File: src/pwm_timing_params.svh
// Overview of operation
// - Period value bits 7:0 are the low byte, 15:8 the high byte.
// - Rising dead time counts PWM clocks of dead band at the rising edge.
// - Falling dead time counts PWM clocks of dead band at the falling edge.
// - The 4-bit fraction accumulates at every period event; each carry adds one clock to the next period.
// - One fractional unit is one sixteenth of a PWM clock period.
// - Rising blank time counts PWM clocks of rising-edge blanking.
// - Upper four bits of the fraction register ignore writes, read zero.
// - All implemented bits reset to zero on every reset; all but the status bits are read/write.
`ifndef PWM_TIMING_PARAMS_SVH
`define PWM_TIMING_PARAMS_SVH
`define OFS_PERIOD_LOW 12'h000
`define OFS_PERIOD_HIGH 12'h004
`define OFS_RISE_DEAD 12'h008
`define OFS_FALL_DEAD 12'h00C
`define OFS_FRAC_ADJ 12'h010
`define OFS_RISE_BLANK 12'h014
`define OFS_STATUS 12'h018
`define RESET_BYTE 8'h00
`define FRAC_MASK 8'h0F
`define FRAC_STEPS 5'h10
`define COUNT_DONE 8'h00
`define COUNT_STEP 8'h01
`define READ_ZERO 32'h0000_0000
`endif

File: src/pwm_timing_pkg.sv
package pwm_timing_pkg;
  typedef enum logic [1:0] {
    ph_idle = 2'b00,
    ph_dead = 2'b01,
    ph_on = 2'b11,
    ph_blank = 2'b10
  } phase_e;
endpackage

File: src/pwm_timing_parameter_regs.sv
`timescale 1ns/1ns
`include "pwm_timing_params.svh"
module pwm_timing_parameter_regs
  import pwm_timing_pkg::*;
(
  input wire logic pclk,
  input wire logic presetn,
  input wire logic psel,
  input wire logic penable,
  input wire logic pwrite,
  input wire logic [11:0] paddr,
  input wire logic [31:0] pwdata,
  output logic [31:0] prdata,
  output logic pready,
  output logic pslverr,
  output logic pwm_out,
  output logic pwm_out_n,
  output logic blanking,
  output logic period_event,
  output logic [3:0] event_phase
);
  typedef struct packed {
    logic [7:0] period_low_byte;
    logic [7:0] period_high_byte;
    logic [7:0] rising_dead_time;
    logic [7:0] falling_dead_time;
    logic [7:0] fractional_period_adjust;
    logic [7:0] rising_blank_time;
    logic [31:0] rdata;
    logic err;
    logic rdy;
    logic pwm;
    logic lo_on;
    logic hi_on;
    logic blank;
    logic [7:0] dcnt;
    logic [7:0] bcnt;
    phase_e ph;
  } st_s;
  st_s r;
  st_s n;
  logic [15:0] period_value;
  logic evt_pre;
  logic [3:0] ph_pre;
  logic acc;
  logic hit;
  logic [31:0] rd;

  assign period_value = {r.period_high_byte, r.period_low_byte};

  pwm_edge_timer #(.W(16)) timer (
    .pclk(pclk),
    .presetn(presetn),
    .period_value(period_value),
    .frac(r.fractional_period_adjust[3:0]),
    .period_event(evt_pre),
    .event_phase(ph_pre)
  );

  always_comb begin
    n = r;
    acc = psel && penable;
    hit = 1'b1;
    rd = `READ_ZERO;
    case (paddr)
      `OFS_PERIOD_LOW: rd[7:0] = r.period_low_byte;
      `OFS_PERIOD_HIGH: rd[7:0] = r.period_high_byte;
      `OFS_RISE_DEAD: rd[7:0] = r.rising_dead_time;
      `OFS_FALL_DEAD: rd[7:0] = r.falling_dead_time;
      `OFS_FRAC_ADJ: rd[7:0] = r.fractional_period_adjust & `FRAC_MASK;
      `OFS_RISE_BLANK: rd[7:0] = r.rising_blank_time;
      `OFS_STATUS: rd[3:0] = {r.blank, r.hi_on, r.lo_on, r.pwm};
      default: hit = 1'b0;
    endcase
    // One wait state: answer in the access phase's second cycle
    n.rdy = acc && !r.rdy;
    n.err = acc && !r.rdy && !hit;
    n.rdata = (acc && !r.rdy && !pwrite) ? rd : `READ_ZERO;
    // Write lands on the edge that samples pready high, as the master sees it
    if (acc && r.rdy && pwrite) begin
      case (paddr)
        `OFS_PERIOD_LOW: n.period_low_byte = pwdata[7:0];
        `OFS_PERIOD_HIGH: n.period_high_byte = pwdata[7:0];
        `OFS_RISE_DEAD: n.rising_dead_time = pwdata[7:0];
        `OFS_FALL_DEAD: n.falling_dead_time = pwdata[7:0];
        `OFS_FRAC_ADJ: begin
          n.fractional_period_adjust = pwdata[7:0] & `FRAC_MASK;
        end
        `OFS_RISE_BLANK: n.rising_blank_time = pwdata[7:0];
        default: ;
      endcase
    end
    case (r.ph)
      ph_idle: begin
        n.lo_on = 1'b1;
        n.hi_on = 1'b0;
        if (evt_pre) begin
          n.lo_on = 1'b0;
          // Load edge is itself the first dead clock, so load one less
          n.dcnt = r.rising_dead_time - `COUNT_STEP;
          n.ph = ph_dead;
          if (r.rising_dead_time == `COUNT_DONE) begin
            n.hi_on = 1'b1;
            n.blank = r.rising_blank_time != `COUNT_DONE;
            n.bcnt = r.rising_blank_time - `COUNT_STEP;
            n.ph = ph_on;
          end
        end
      end
      ph_dead: begin
        if (r.dcnt == `COUNT_DONE) begin
          n.hi_on = 1'b1;
          n.blank = r.rising_blank_time != `COUNT_DONE;
          n.bcnt = r.rising_blank_time - `COUNT_STEP;
          n.ph = ph_on;
        end else begin
          n.dcnt = r.dcnt - `COUNT_STEP;
        end
      end
      ph_on: begin
        if (r.bcnt != `COUNT_DONE) begin
          n.bcnt = r.bcnt - `COUNT_STEP;
        end else begin
          n.blank = 1'b0;
        end
        if (evt_pre) begin
          // Blanking never outlives the high-side pulse
          n.hi_on = 1'b0;
          n.blank = 1'b0;
          n.dcnt = r.falling_dead_time - `COUNT_STEP;
          n.ph = ph_blank;
          if (r.falling_dead_time == `COUNT_DONE) begin
            n.lo_on = 1'b1;
            n.ph = ph_idle;
          end
        end
      end
      ph_blank: begin
        n.blank = 1'b0;
        if (r.dcnt == `COUNT_DONE) begin
          n.lo_on = 1'b1;
          n.ph = ph_idle;
        end else begin
          n.dcnt = r.dcnt - `COUNT_STEP;
        end
      end
      default: n.ph = ph_idle;
    endcase
    // Status bit 0 mirrors the high-side drive
    n.pwm = n.hi_on;
  end

  always_ff @(posedge pclk or negedge presetn) begin
    if (!presetn) begin
      r <= '0;
    end else begin
      r <= n;
    end
  end

  // Delayed copy so every output leaves a flip-flop
  logic evt_q;
  logic [3:0] ph_q;
  always_ff @(posedge pclk or negedge presetn) begin
    if (!presetn) begin
      evt_q <= 1'b0;
      ph_q <= 4'h0;
    end else begin
      evt_q <= evt_pre;
      ph_q <= ph_pre;
    end
  end

  assign prdata = r.rdata;
  assign pready = r.rdy;
  assign pslverr = r.err;
  assign pwm_out = r.hi_on;
  assign pwm_out_n = r.lo_on;
  assign blanking = r.blank;
  assign period_event = evt_q;
  assign event_phase = ph_q;
endmodule

File: src/pwm_edge_timer.sv
`timescale 1ns/1ns
`include "pwm_timing_params.svh"
module pwm_edge_timer
  import pwm_timing_pkg::*;
#(
  parameter int W = 16
) (
  input wire logic pclk,
  input wire logic presetn,
  input wire logic [W-1:0] period_value,
  input wire logic [3:0] frac,
  output logic period_event,
  output logic [3:0] event_phase
);
  typedef struct packed {
    logic [W-1:0] count;
    logic [4:0] acc;
    logic stretch;
    logic evt;
    logic [3:0] ph;
  } st_s;
  st_s r;
  st_s n;
  logic [4:0] sum;
  always_comb begin
    n = r;
    n.evt = 1'b0;
    sum = {1'b0, r.acc[3:0]} + {1'b0, frac};
    if (r.stretch) begin
      n.stretch = 1'b0;
      n.count = '0;
    end else if (r.count >= period_value) begin
      // Carry out of sixteenths stretches one clock: average period grows
      n.evt = 1'b1;
      n.ph = r.acc[3:0];
      n.acc = sum;
      n.stretch = sum >= `FRAC_STEPS;
      n.acc[4] = 1'b0;
      n.count = '0;
    end else begin
      n.count = r.count + 1'b1;
    end
  end
  always_ff @(posedge pclk or negedge presetn) begin
    if (!presetn) begin
      r <= '0;
    end else begin
      r <= n;
    end
  end
  assign period_event = r.evt;
  assign event_phase = r.ph;
endmodule

File: config.mk
export PLATFORM = sky130hd
export DESIGN_NAME = pwm_timing_parameter_regs
export DESIGN_NICKNAME = d
export VERILOG_FILES = /design/src/pwm_timing_pkg.sv /design/src/pwm_timing_parameter_regs.sv /design/src/pwm_edge_timer.sv
export VERILOG_INCLUDE_DIRS = /design/src
export SDC_FILE = /design/constraint.sdc
export NUM_CORES = 1
export LEC_CHECK = 0
export BUFFER_PORTS_ARGS = -buffer_cell sky130_fd_sc_hd__buf_2
export CAP_MARGIN = 5
export CORE_ASPECT_RATIO = 2
export CORE_MARGIN = 4
export CORE_UTILIZATION = 40
export DETAILED_ROUTE_END_ITERATION = 16
export GPL_TIMING_DRIVEN = 1
export PLACE_DENSITY = 0.71
export REMOVE_ABC_BUFFERS = 1
export SYNTH_ARGS = -nofsm -noshare
export SYNTH_HDL_FRONTEND = slang
export SYNTH_SLANG_ARGS = --single-unit
File: constraint.sdc
create_clock -name pclk -period 3.3 [get_ports pclk]
set_input_delay 0.66 -clock pclk [delete_from_list [all_inputs] [get_ports pclk]]
set_output_delay 0.66 -clock pclk [all_outputs]
set_load 0.05 [all_outputs]
==> metrics.md <==
| Metric | Value |
|---|---|
| Area Growth Syn to Fin | 8.961% |
| Count of cell types in the netlist | 65 |
| Clock sinks | 106 |
| CTS H-tree lvls | 3 |
| Crit path time final | 2.520 ns |
| Mapped Area | 0.006200 mm² |
| Final setup violation count | 0 |
| Clk root buf | clkbuf_16 |
| Leakage | 3.139 nW |
| GRT met3 Usage | 2.868% |
| Clk slew on worst S/H paths | 0.07 ns |
| Grt ovf | 0 |
| Drt drc | 0 |
| Effective utilization at floorplan | 40.54% |
| Max-cap violations | 0 |
| Top-area cell type share of the netlist area | 42.79% |
| Critical path endpoint category | flip-flop |
| CTS max path bufs | 2 |
| IO Count | 91 |
| Fill count | 1,441 |
| Crit path DAT | 2.79 ns |
| Worst slew pin tran | 0.7892 ns |
| Ys Warns | 0 |
| GRT met1 Usage | 16.20% |
| Final Cell Area | 0.006755 mm² |
| CTS tree | yes |
| Die area | 0.01768 mm² |
| Met2 Usage GRT | 33.26% |
| Routed wire length | 14.84 mm |
| Relative slew slack | 47.38% |
| Peak VDD IR | 0.2724 mV |
| Synthesized flop and latch total | 106 |
| Core Region | 0.01529 mm² |
| Site row count | 64 |
| Post-synth top cells | dfrtp_1 (106), mux2_2 (54), nor2_1 (44) |
| DRT antenna net count | 0 |
| Share of cells above drive strength 1 | 20.35% |
| Routed vias/inst | 5.624 |
| Number of global-route vias before repair | 4,861 |
| Syn avg cell area | 10.40 µm² |
| EDFF count, synth | 0 |
| Outcome | complete, no violations |
| First drt pass iteration count | 4 |
| Via Count | 4,651 |
| Clock latency on the worst-skew pair | 0.35 ns |
| Seq/Total Area, Yosys | 42.79% |
| Synth Instances | 596 |
| Most instantiated library cell after synthesis | dfrtp_1 |
| Crit share post-route | 76.38% |
| Post-Place Cell Area | 0.006451 mm² |
| Mux cell area share after synthesis | 13.52% |
| Drt initial violations | 224 |
| Top cells by area, synth | dfrtp_1 (43%), mux2_2 (9.8%), ha_1 (5.9%) |
| Antenna violations before repair | 0 |
| WS Path Type | reg2reg |
| Post-CTS Resized | 0 |
| Simple logic cell fraction of the synthesized area | 14.23% |
| Synth Area in Adders | 6.176% |
| Number of antenna diodes | 0 |
| CP max FO | 16 |
| RSZ-0062 raised after global routing | no |
| Final Net Count | 703 |
| Pin count of the biggest net entering global routing | 64 |
| Final hold vios | 0 |
| Sum Neg Setup Slack | 0 ns |
| Post-CTS Setup Inserts | 0 |
| Req. time, crit path | 3.56 ns |
| Pwr dens | 550.1 mW/mm² |
| TritonCTS buffer count | 9 |
| Critical path startpoint category | flip-flop |
| Share of synthesized registers carrying an async set or reset | 100.0% |
| Top_reg_cell synth | dfrtp_1 |
| IO Port Bufs | 42 |
| Setup Skew | 0.01485 ns |
| Dpl hpwl | 11.58 mm |
| Hold Buf Count CTS | 0 |
| Largest family of logic cells by synthesized area | simple AND/OR/NAND/NOR gates |
| Highest clock rate | 396.8 MHz |
| Post-Synth XOR/XNOR Area | 4.803% |
| Die X-Extent | 96.03 µm |
| Final Max Tran Viols | 0 |
| Post-synth top area cell | dfrtp_1 |
| Grt peak-use layer | met2 |
| Compound-Gate Fraction of Synth Area | 10.80% |
| Die H | 184.1 µm |
| Gr usage total | 17.60% |
| Placer congestion estimate | 0.8702 |
| Avg WL per Cell | 17.94 µm |
| Worst hold path class | reg2reg |
| Global-route wire length before repair | 23.85 mm |
==> path summary, 6_finish.rpt <==
path	start	end	cells past startpoint	slack [ns]
min in group asynchronous	presetn	timer.event_phase[0]	1	0.40
setup / recovery	timer.r[11]	timer.r[19]	7	0.78
setup reg to reg	timer.r[11]	timer.r[19]	7	0.78
hold reg to reg	timer.event_phase[2]	event_phase[2]	0	0.38
max in group asynchronous	presetn	period_value[12]	2	2.19
hold / removal	timer.event_phase[2]	event_phase[2]	0	0.38
==> metal layers <==
layer  vias to the layer above  part of all wire [%]
li1                       2135                     -
met1                      2288                    33
met2                       164                    57
met3                        64                   3.9
met4                         0                   6.6
met5                         -                     0
==> layout make-up <==
cell class / count / area, µm² / share of cell area [%]
clock buffer: 10 / 239.0 / 3.538
clock inverter: 6 / 65.06 / 0.9631
inverter: 40 / 150.1 / 2.223
multi-input combinational: 423 / 3161 / 46.79
sequential: 106 / 2653 / 39.27
tap: 198 / 247.7 / 3.667
timing repair buffer: 44 / 240.2 / 3.556
==> cell usage in the layout, fill, tap and decap left out, types with 9 or more instances in the layout <==
| cell type | synthesis | routed |
|---|---|---|
| a21oi_1 | 23 | 23 |
| buf_2 | 6 | 41 |
| clkbuf_16 | 0 | 9 |
| conb_1 | 1 | 24 |
| dfrtp_1 | 106 | 106 |
| ha_1 | 29 | 29 |
| inv_1 | 40 | 40 |
| mux2_2 | 54 | 54 |
| nand2_1 | 27 | 27 |
| nand2b_1 | 10 | 10 |
| nand3_1 | 16 | 16 |
| nor2_1 | 44 | 44 |
| nor3_1 | 14 | 14 |
| o21ai_0 | 32 | 32 |
| xnor2_1 | 18 | 18 |
| xor2_1 | 16 | 16 |
==> power by group <==
group / switching, W / total [W] / internal [W]
logic: 0.000631 / 0.000994 / 0.000363
registers: 0.000184 / 0.00162 / 0.00143
clock network: 0.000494 / 0.00111 / 0.000611
==> critical path: stages, from the launching register on <==
cell and delay (ns):
dfrtp_1 0.43, inv_1 0.06, ha_1 0.26, nand2b_1 0.14
a2111o_1 0.41, a41o_1 0.24, or4_1 0.68, a21oi_1 0.21
==> registers in the layout (all words and copies together) (netlist names) <==
| signal | flops |
|---|---|
| r | 46 |
| timer.r | 21 |
| period_value | 16 |
| prdata | 8 |
| event_phase | 4 |
| timer.event_phase | 4 |
| blanking | 1 |
| period_event | 1 |
| pready | 1 |
| pslverr | 1 |
| pwm_out | 1 |
| pwm_out_n | 1 |
| timer.period_event | 1 |
==> stage by stage <==
| step | util (%) | setup WS (ns) | cells | power, W | hold WS [ns] |
|---|---|---|---|---|---|
| finish | 44.17 | 0.7795 | 827 | 0.003716 | 0.3750 |
| global placement | 42.18 | 0.5034 | 811 | 0.002569 | 0.3596 |
| floorplan | - | 0.8738 | 569 | 0.002308 | 0.3501 |
| CTS | 44.17 | 0.7649 | 827 | 0.003722 | 0.3798 |
| detailed placement | 42.18 | 0.4905 | 811 | 0.002623 | 0.3626 |
| global route | 44.17 | 0.6098 | 827 | 0.003922 | 0.3917 |
==> logic make-up after synthesis <==
group,Yosys count
AOI/OAI and AO/OA,104
DFF,106
other,1
xor gates and xnor gates,34
and+or+nand+nor,164
buffers and inverters,90
adders and majority gates,30
muxes,67
Power figures use the tool's default switching activity.
